## src/rpes_pkg.sv

```systemverilog
`default_nettype none
package rpes_pkg;

    // Control clock rate and the documented waits.
    localparam int unsigned CLK_HZ          = 125_000_000;
    localparam int unsigned DISCHARGE_MS    = 10;
    localparam int unsigned POR_RELEASE_MS  = 110;
    localparam int unsigned HOST_ACCESS_MS  = 150;
    localparam int unsigned BT_HOLD_MS      = 100;
    localparam int unsigned CYC_PER_MS      = CLK_HZ / 1000;
    localparam int unsigned DISCHARGE_CYC   = DISCHARGE_MS * CYC_PER_MS;
    localparam int unsigned POR_RELEASE_CYC = POR_RELEASE_MS * CYC_PER_MS;
    localparam int unsigned HOST_ACCESS_CYC = HOST_ACCESS_MS * CYC_PER_MS;
    localparam int unsigned BT_HOLD_CYC     = BT_HOLD_MS * CYC_PER_MS;
    localparam int unsigned CNT_W           = 32;

    // Synchronised enable pair.
    typedef struct packed {
        logic wlan;
        logic bluetooth;
    } rpes_en_t;

    typedef enum logic [1:0] {
        RPES_OFF,
        RPES_POR_WAIT,
        RPES_RUN
    } rpes_state_t;

endpackage
`default_nettype wire

```

## src/rpes_sequencer.sv

```systemverilog
`timescale 1ns/100ps
`default_nettype none
// Notes on behaviour
// - WLAN enable high: regulators on, WLAN released once the internal reset is released.
// - WLAN enable low: WLAN held in reset.
// - Regulators on when either enable high.
// - Bluetooth low, WLAN high: Bluetooth in reset.
// - Internal reset released within 110 ms.
module rpes_sequencer #(
    parameter int unsigned POR_RELEASE_CYC = rpes_pkg::POR_RELEASE_CYC,
    parameter int unsigned HOST_ACCESS_CYC = rpes_pkg::HOST_ACCESS_CYC,
    parameter int unsigned DISCHARGE_CYC   = rpes_pkg::DISCHARGE_CYC,
    parameter int unsigned BT_HOLD_CYC     = rpes_pkg::BT_HOLD_CYC
) (
    input  wire logic core_clk,
    input  wire logic rst_b,
    input  wire logic wlan_power_enable,
    input  wire logic bluetooth_power_enable,
    input  wire logic supplies_good,
    output var  logic regulator_enable,
    output var  logic wlan_reset_b,
    output var  logic bluetooth_reset_b,
    output var  logic core_reset_b,
    output var  logic host_access_ready,
    output var  logic discharge_violation,
    output var  logic bt_order_violation
);

    if (POR_RELEASE_CYC < 1)
    begin : gen_bad_por
        $error("rpes_sequencer: POR_RELEASE_CYC must be at least 1");
    end
    if (HOST_ACCESS_CYC <= POR_RELEASE_CYC)
    begin : gen_bad_host
        $error("rpes_sequencer: HOST_ACCESS_CYC must exceed POR_RELEASE_CYC");
    end
    if (DISCHARGE_CYC < 1)
    begin : gen_bad_discharge
        $error("rpes_sequencer: DISCHARGE_CYC must be at least 1");
    end
    if (BT_HOLD_CYC < 1)
    begin : gen_bad_hold
        $error("rpes_sequencer: BT_HOLD_CYC must be at least 1");
    end

    rpes_pkg::rpes_en_t    sync1_reg;
    rpes_pkg::rpes_en_t    sync2_reg;
    rpes_pkg::rpes_en_t    prev_reg;
    rpes_pkg::rpes_state_t state_reg;
    logic [rpes_pkg::CNT_W-1:0] por_cnt_reg;
    logic [rpes_pkg::CNT_W-1:0] off_cnt_reg;
    logic [rpes_pkg::CNT_W-1:0] wl_cnt_reg;
    logic                       any_en;

    // Two-stage synchroniser on both enables.
    always_ff @(posedge core_clk or negedge rst_b)
    begin
        if (!rst_b)
        begin
            sync1_reg <= '0;
            sync2_reg <= '0;
            prev_reg  <= '0;
        end
        else
        begin
            sync1_reg <= {wlan_power_enable, bluetooth_power_enable};
            sync2_reg <= sync1_reg;
            prev_reg  <= sync2_reg;
        end
    end

    assign any_en = sync2_reg.wlan | sync2_reg.bluetooth;

    // Section controls follow the synchronised enables.
    always_ff @(posedge core_clk or negedge rst_b)
    begin
        if (!rst_b)
        begin
            regulator_enable  <= 1'b0;
            wlan_reset_b      <= 1'b0;
            bluetooth_reset_b <= 1'b0;
        end
        else
        begin
            regulator_enable  <= any_en;
            wlan_reset_b      <= sync2_reg.wlan && state_reg == rpes_pkg::RPES_RUN;
            bluetooth_reset_b <= sync2_reg.bluetooth && state_reg == rpes_pkg::RPES_RUN;
        end
    end

    // Power-on wait after supplies come up.
    always_ff @(posedge core_clk or negedge rst_b)
    begin
        if (!rst_b)
        begin
            state_reg         <= rpes_pkg::RPES_OFF;
            por_cnt_reg       <= '0;
            core_reset_b      <= 1'b0;
            host_access_ready <= 1'b0;
        end
        else
        begin
            case (state_reg)
                rpes_pkg::RPES_OFF:
                begin
                    por_cnt_reg       <= '0;
                    core_reset_b      <= 1'b0;
                    host_access_ready <= 1'b0;
                    if (any_en && supplies_good)
                        state_reg <= rpes_pkg::RPES_POR_WAIT;
                end
                rpes_pkg::RPES_POR_WAIT:
                begin
                    por_cnt_reg <= por_cnt_reg + 1'b1;
                    if (!any_en || !supplies_good)
                        state_reg <= rpes_pkg::RPES_OFF;
                    else if (por_cnt_reg == rpes_pkg::CNT_W'(POR_RELEASE_CYC - 1))
                    begin
                        core_reset_b <= 1'b1;
                        state_reg    <= rpes_pkg::RPES_RUN;
                    end
                end
                rpes_pkg::RPES_RUN:
                begin
                    if (por_cnt_reg != rpes_pkg::CNT_W'(HOST_ACCESS_CYC))
                        por_cnt_reg <= por_cnt_reg + 1'b1;
                    else
                        host_access_ready <= 1'b1;
                    if (!any_en || !supplies_good)
                        state_reg <= rpes_pkg::RPES_OFF;
                end
                default:
                    state_reg <= rpes_pkg::RPES_OFF;
            endcase
        end
    end

    // Host-side sequencing monitors; flags stick until reset.
    always_ff @(posedge core_clk or negedge rst_b)
    begin
        if (!rst_b)
        begin
            off_cnt_reg         <= rpes_pkg::CNT_W'(DISCHARGE_CYC);
            wl_cnt_reg          <= '0;
            discharge_violation <= 1'b0;
            bt_order_violation  <= 1'b0;
        end
        else
        begin
            if (any_en)
                off_cnt_reg <= '0;
            else if (off_cnt_reg != rpes_pkg::CNT_W'(DISCHARGE_CYC))
                off_cnt_reg <= off_cnt_reg + 1'b1;
            if (any_en && !(prev_reg.wlan | prev_reg.bluetooth) && off_cnt_reg != rpes_pkg::CNT_W'(DISCHARGE_CYC))
                discharge_violation <= 1'b1;
            if (!sync2_reg.wlan)
                wl_cnt_reg <= '0;
            else if (wl_cnt_reg != rpes_pkg::CNT_W'(BT_HOLD_CYC))
                wl_cnt_reg <= wl_cnt_reg + 1'b1;
            if (sync2_reg.wlan && !prev_reg.wlan && !sync2_reg.bluetooth)
                bt_order_violation <= 1'b1;
            if (sync2_reg.wlan && prev_reg.bluetooth && !sync2_reg.bluetooth
                && wl_cnt_reg != rpes_pkg::CNT_W'(BT_HOLD_CYC))
                bt_order_violation <= 1'b1;
        end
    end

    reg_follows_a: assert property (@(posedge core_clk) disable iff (!rst_b)
        regulator_enable == $past(any_en))
        else $error("regulator enable does not follow either enable");
    wlan_rst_a: assert property (@(posedge core_clk) disable iff (!rst_b)
        !sync2_reg.wlan |=> !wlan_reset_b)
        else $error("WLAN released while enable low");
    wlan_run_a: assert property (@(posedge core_clk) disable iff (!rst_b)
        (sync2_reg.wlan && state_reg == rpes_pkg::RPES_RUN) |=> wlan_reset_b && regulator_enable)
        else $error("WLAN not released while enabled");
    bt_rst_a: assert property (@(posedge core_clk) disable iff (!rst_b)
        (!sync2_reg.bluetooth && sync2_reg.wlan) |=> !bluetooth_reset_b)
        else $error("Bluetooth released while enable low");
    bt_run_a: assert property (@(posedge core_clk) disable iff (!rst_b)
        (sync2_reg.bluetooth && state_reg == rpes_pkg::RPES_RUN) |=> bluetooth_reset_b)
        else $error("Bluetooth not released while enabled");
    sync_delay_a: assert property (@(posedge core_clk) disable iff (!rst_b)
        $rose(wlan_power_enable) ##1 wlan_power_enable |-> ##1 sync2_reg.wlan)
        else $error("enable not synchronised in two cycles");
    por_bound_a: assert property (@(posedge core_clk) disable iff (!rst_b)
        state_reg == rpes_pkg::RPES_POR_WAIT |-> por_cnt_reg < rpes_pkg::CNT_W'(POR_RELEASE_CYC))
        else $error("internal reset held too long");
    supply_drop_a: assert property (@(posedge core_clk) disable iff (!rst_b)
        !supplies_good |-> ##2 !core_reset_b)
        else $error("internal reset not applied after supply loss");
    ready_after_a: assert property (@(posedge core_clk) disable iff (!rst_b)
        $rose(host_access_ready) |-> core_reset_b && por_cnt_reg == rpes_pkg::CNT_W'(HOST_ACCESS_CYC))
        else $error("host access ready too early");
    ready_gate_a: assert property (@(posedge core_clk) disable iff (!rst_b)
        host_access_ready |-> core_reset_b)
        else $error("host access ready while internal reset held");
    order_flag_a: assert property (@(posedge core_clk) disable iff (!rst_b)
        (sync2_reg.wlan && !prev_reg.wlan && !sync2_reg.bluetooth) |=> bt_order_violation)
        else $error("order violation not flagged");
    bt_early_a: assert property (@(posedge core_clk) disable iff (!rst_b)
        (sync2_reg.wlan && prev_reg.bluetooth && !sync2_reg.bluetooth
            && wl_cnt_reg < rpes_pkg::CNT_W'(BT_HOLD_CYC)) |=> bt_order_violation)
        else $error("early Bluetooth drop not flagged");
    discharge_a: assert property (@(posedge core_clk) disable iff (!rst_b)
        $fell(any_en) ##1 any_en |=> discharge_violation)
        else $error("short off time not flagged");

    both_on_c: cover property (@(posedge core_clk) disable iff (!rst_b)
        wlan_reset_b && bluetooth_reset_b);
    wlan_only_c: cover property (@(posedge core_clk) disable iff (!rst_b)
        wlan_reset_b && !bluetooth_reset_b);
    ready_c: cover property (@(posedge core_clk) disable iff (!rst_b)
        $rose(host_access_ready));
    short_off_c: cover property (@(posedge core_clk) disable iff (!rst_b)
        $rose(discharge_violation));
    bad_order_c: cover property (@(posedge core_clk) disable iff (!rst_b)
        $rose(bt_order_violation));

endmodule // rpes_sequencer
`default_nettype wire

```

## config.mk

```make
export PLATFORM = sky130hd
export DESIGN_NAME = rpes_sequencer
export DESIGN_NICKNAME = d
export VERILOG_FILES = /design/src/rpes_pkg.sv /design/src/rpes_sequencer.sv
export SDC_FILE = /design/constraint.sdc
export NUM_CORES = 1
export LEC_CHECK = 0
export BUFFER_PORTS_ARGS = -buffer_cell sky130_fd_sc_hd__buf_2
export CAP_MARGIN = 10
export CORE_MARGIN = 2
export CORE_UTILIZATION = 47
export CTS_BUF_LIST = sky130_fd_sc_hd__clkbuf_16
export DETAILED_ROUTE_END_ITERATION = 10
export GPL_ROUTABILITY_DRIVEN = 0
export GPL_TIMING_DRIVEN = 0
export PLACE_DENSITY = 0.7
export SETUP_SLACK_MARGIN = 0.3
export SLEW_MARGIN = 15
export SYNTH_ARGS = -nofsm -noshare
export SYNTH_HDL_FRONTEND = slang
export SYNTH_SLANG_ARGS = --single-unit
```

## constraint.sdc

```tcl
create_clock -name core_clk -period 2.6 [get_ports core_clk]
set_clock_uncertainty 0.15 [all_clocks]
set_input_delay 0.13 -clock core_clk [delete_from_list [all_inputs] [get_ports core_clk]]
set_output_delay 0.13 -clock core_clk [all_outputs]
set_load 0.005 [all_outputs]
```

Yosys cells after proc, flatten, opt, wreduce, memory -nomap -nowiden

Index checks and enable logic that the tools add are counted.

Register bits: 111
Bits of input ports: 5
Output and inout port bits: 7
Word-level logic and storage cells: 80

$add $sub $neg: 3
Eq/ne operators: 14
Muxes and demuxes: 18
Bitwise logic cells: 2
Reductions and logical operators: 26

Operators with widths:

| kind                                                  | count |
|---|---|
| 2-to-1 mux 32 bit                                     | 5 |
| adder 32 x 1 -> 32 bit, second input constant         | 3 |
| one-hot mux 32 bit (3 select lines)                   | 1 |
| equality test 32 x 24 -> 1 bit, second input constant | 1 |
| != test 32 x 21 -> 1 bit, second input constant       | 1 |
| != test 32 x 24 -> 1 bit, second input constant       | 1 |
| != test 32 x 25 -> 1 bit, second input constant       | 1 |
| logical AND 1 bit                                     | 10 |
| 2-to-1 mux 2 bit                                      | 4 |
| != test 2 bit, second input constant                  | 4 |
| nonzero test 2 bit                                    | 4 |
| != test 2 x 1 -> 1 bit, second input constant         | 3 |
| one-hot mux 2 bit (3 select lines)                    | 1 |
| AND reduction 3 bit                                   | 2 |
| logical NOT 1 bit                                     | 5 |
| 2-to-1 mux 1 bit                                      | 5 |
| one-hot mux 1 bit (2 select lines)                    | 2 |
| AND reduction 2 bit                                   | 2 |
| != test 3 bit, second input constant                  | 1 |
| nonzero test 3 bit                                    | 1 |
| equality test 2 x 1 -> 1 bit, second input constant   | 1 |
| equality test 2 bit, second input constant            | 1 |
| logical NOT 2 bit                                     | 1 |
| OR 1 bit                                              | 2 |
| logical OR 1 bit                                      | 1 |

Depth between registers and ports, before layout

Depth after elaboration: 5
Depth in mapped cells: 9
Mapped depth without buffers: 7

Least setup slack after synthesis

Ideal clock, no wire load.

Path type: register to register
Start point: reg state_reg[0]
End point: reg por_cnt_reg[31] in the netlist's numbering
Setup time: 77 ps
Arrival: 1980 ps
Required time: 2373 ps
Path slack: 393 ps
Stages on the path, launching flop included: 7
Path buffers: 0
Clock period less this slack: 2207 ps
Path through: dfrtp_1 ha_1 nand4b_1 nor3_2 nand4_1 or4_1 a21oi_1

Cells in the longest elaborated chain, start to end: 3
Elaborated cells on any way between the ends: 7
Those cells by class: eq/ne (3); mux (1); reduce/logical (3)

RTL lines:

| element                                                                       | RTL line              | RTL |
|---|---|---|
| start: declaration                                                            | rpes_sequencer.sv:49  | `rpes_pkg::rpes_state_t state_reg;` |
| start signal: assignment                                                      | rpes_sequencer.sv:96  | `state_reg <= rpes_pkg::RPES_OFF;` |
| start signal: assignment                                                      | rpes_sequencer.sv:110 | `state_reg <= rpes_pkg::RPES_POR_WAIT;` |
| start signal: assignment                                                      | rpes_sequencer.sv:116 | `state_reg <= rpes_pkg::RPES_OFF;` |
| equality test 2 bit (tied with other cells)                                   | rpes_sequencer.sv:103 | `case (state_reg)` |
| != test 2 x 1 -> 1 bit (no line) / nonzero test 3 bit (equally long branches) | --                    |  |
| AND reduction 2 bit (no line)                                                 | --                    |  |
| end signal: assignment                                                        | rpes_sequencer.sv:114 | `por_cnt_reg <= por_cnt_reg + 1'b1;` |
| end signal: assignment                                                        | rpes_sequencer.sv:126 | `por_cnt_reg <= por_cnt_reg + 1'b1;` |
| end: declaration                                                              | rpes_sequencer.sv:50  | `logic [rpes_pkg::CNT_W-1:0] por_cnt_reg;` |

Parallel ways exist; a longest one is shown, timed or not.
A chain may end at the register's enable or synchronous reset.

Final worst setup path

Ends and elaborated chain as after synthesis.

==> metrics <==
status=completed; Ports=12; Reg-to-Reg Start=state_reg[0]$_DFFE_PN0P_; critical path's largest stage delay=0.52 ns; WHS Path Cells=3; cell area after synthesis=about 5800 um^2; library cells used by synthesis=57; initial core utilization=about 48%; number of iterations in the first detailed-routing pass=5; total gr overflow=0; Final Cell Area=about 6700 um^2; area leader, netlist=dfrtp_1; Hold Crit Start=supplies_good; vias in the first global route=roughly 4500; cell at the slowest stage of the critical path=or4_1; CP Data Required Time=between 2 and 3 ns; first-pass GRT wire length=about 21 mm; register area share after synthesis=between 40% and 50%; Worst-Margin Slew=about 0.7 ns; unrepaired setup endpoints after global routing=yes; clk_lat worst skew=between 0.3 and 0.4 ns; initial drt markers=about 270; Peak VDD IR=0.000333 V; clk root buf=clkbuf_16; Max Fclk=0.437 GHz; Hold Vio Cnt, Final=0; H-tree levels=3; CTS tree=done; vias per cell=~5.6; vias=approximately 4600; CP endpoint kind=flop; Finished Layout Cells=811; syn_nets=approximately 620; Placed Cells incl. Taps=780; worst reg2reg setup slack=0.31 ns; max-cap viol count=0; Synth Warn #=0; Die Footprint=13400 um^2; DRC=0; Synth Flop Type=dfrtp_1; CP Class=reg2reg; FFs w/ async S/R, synth=100%; Net count, final=around 650; max-slew violations=0; total power=~3.5 mW; pwr/cell area=530 nW/um^2; site row count=40; Post-DP HPWL=approximately 8.4 mm; Longest Clk Path Bufs=2; Avg Cell Area, Syn=roughly 9.7 um^2; TritonCTS Buffers=9; Yosys reg bits=about 110; clock-pin slew on the worst setup and hold paths=~0.070 ns; FILL cells=1074; antenna diode count=0; Worst Hold End=state_reg[0]$_DFFE_PN0P_; Synth Instances=600; hold crit path type=in2reg; initial antenna violation count=0; CP max FO=5; Final Cycle Share=between 80% and 90%; worst r2r path cells=6; share of cells above drive strength 1=a little over an eighth; clk sinks=between 100 and 150; area post-placement=just over 6000 um^2; CP arrival=2.41 ns; core area=around 12000 um^2; CP startpoint kind=flop; Synth top area share=around 44%; LEAKAGE=2.78 nW; Total GRT Usage=20.2%; Area growth syn-to-layout=13.8%; reg-to-reg endpoint=por_cnt_reg[31]$_DFFE_PN0P_; crit path time final=between 2 and 2.5 ns; # setup viols final=0; critical path, cell by cell=ha_2 -> nand4b_1 -> nor3_4 -> nand4_1 -> or4_1 -> a21oi_1; largest net degree at the start of global routing=75; Die Ht=between 100 and 150 um; Detailed Route WL=between 10 and 15 mm; synth cell count leaders=103 x dfrtp_1, 63 x nand2_1, 60 x nor2_1; remaining antenna violation count=0; top-count cell post-synth=dfrtp_1; chip width=about 120 um; relative slew slack=52.1%; top cells by area, synth=dfrtp_1 44%, xor2_1 5.4%, xnor2_1 4.5%; # port buffers=11; wire per inst=15.5 um; number of synthesized flops with an enable pin=0
-- layout make-up --
class / count / area (um^2) / share of cell area, %
clock buffers: 9 / 225 / 3.38
plain buffers: 17 / 96.3 / 1.45
inverters: 15 / 56.3 / 0.846
well taps: 168 / 210 / 3.16
multi-input cells: 457 / 3010 / 45.2
flip-flops and latches: 111 / 2790 / 41.9
repair buffers: 27 / 206 / 3.10
clock inverters: 7 / 65.1 / 0.978
-- logic make-up (layout without fill, tap and decap cells) --
family                     after synthesis  count (layout)  synth area share, %
AOI/OAI and AO/OA                       51              51                 5.37
buffers and inverters                   32              75                 2.55
xor gates and xnor gates                66              66                 9.88
muxes                                    8               8                 1.37
adders and majority gates               10              10                 2.14
and+or+nand+nor                        322             322                 31.0
DFF                                    111             111                 47.7
-- how the worst max path moves through the flow --
| stage | slack (ns) | to | startpoint | cells past startpoint |
|---|---|---|---|---|
| 6_report | 0.31 | por_cnt_reg[31]$_DFFE_PN0P_ | state_reg[0]$_DFFE_PN0P_ | 6 |
| 5_1_grt | 0.18 | por_cnt_reg[31]$_DFFE_PN0P_ | state_reg[0]$_DFFE_PN0P_ | 6 |
| 4_1_cts | 0.21 | por_cnt_reg[31]$_DFFE_PN0P_ | state_reg[0]$_DFFE_PN0P_ | 6 |
| 3_5_place_dp | 0.04 | por_cnt_reg[31]$_DFFE_PN0P_ | state_reg[0]$_DFFE_PN0P_ | 6 |
| 3_3_place_gp | -0.008 | por_cnt_reg[6]$_DFFE_PN0P_ | rst_b | 1 |
| 2_1_floorplan | 0.39 | por_cnt_reg[31]$_DFFE_PN0P_ | state_reg[0]$_DFFE_PN0P_ | 6 |
-- what timing repair did --
item,CTS,global route
hold endpoints to repair,110,0
hold buffers,3,0
gates resized for setup,6,13
buffers inserted,4,7
gates cloned,0,1
pin swaps,5,6
setup endpoints to repair,30,36
-- critical path, delay by kind of cell (launching register included) --
family | cells | cell delay [ns]
adder cells (fa/ha/maj) | 1 | 0.25
flip-flops | 1 | 0.43
AO/OA/AOI/OAI | 1 | 0.17
AND/OR/NAND/NOR | 4 | 1.21
-- routing by layer --
| layer | track usage [%] | up-vias | part of all wire, % |
|---|---|---|---|
| li1 | - | 2182 | - |
| met1 | 26.4 | 2247 | 45 |
| met2 | 32.7 | 106 | 49 |
| met3 | 4.97 | 18 | 3.9 |
| met4 | 7.15 | 0 | 1.8 |
| met5 | 0 | - | 0 |
-- through the flow --
stage | hold slack (ns) | TNS, ns | util (%) | worst slack (ns)
after floorplan | -0.316 | 0 | - | 0.393
after detailed placement | -0.0958 | 0 | 51.0 | 0.0429
final | 0.0238 | 0 | 55.2 | 0.313
after CTS | 0.0113 | 0 | 54.2 | 0.215
after global routing | 0.0483 | 0 | 55.2 | 0.175
after global placement | 0.0887 | -0.345 | 50.7 | -0.00832
-- layout by cell type, fill, tap and decap left out, drive strengths merged, types with 10 or more instances in the layout --
master / count
o21ai: 20
xor2: 36
nor3: 11
ha: 10
dfrtp: 103
and3: 15
and2: 30
a21oi: 12
xnor2: 30
nand3: 46
buf: 28
nand2: 63
clkbuf: 22
nor4: 17
nor2: 61
nand4: 33
inv: 16
-- report_power, final --
group	switching [mW]	internal, mW	leakage, nW
logic	0.245	0.118	1.15
registers	0.0457	1.76	1.49
clock network	0.620	0.739	0.136
total	0.911	2.62	2.78
Power figures use the tool's default switching activity.
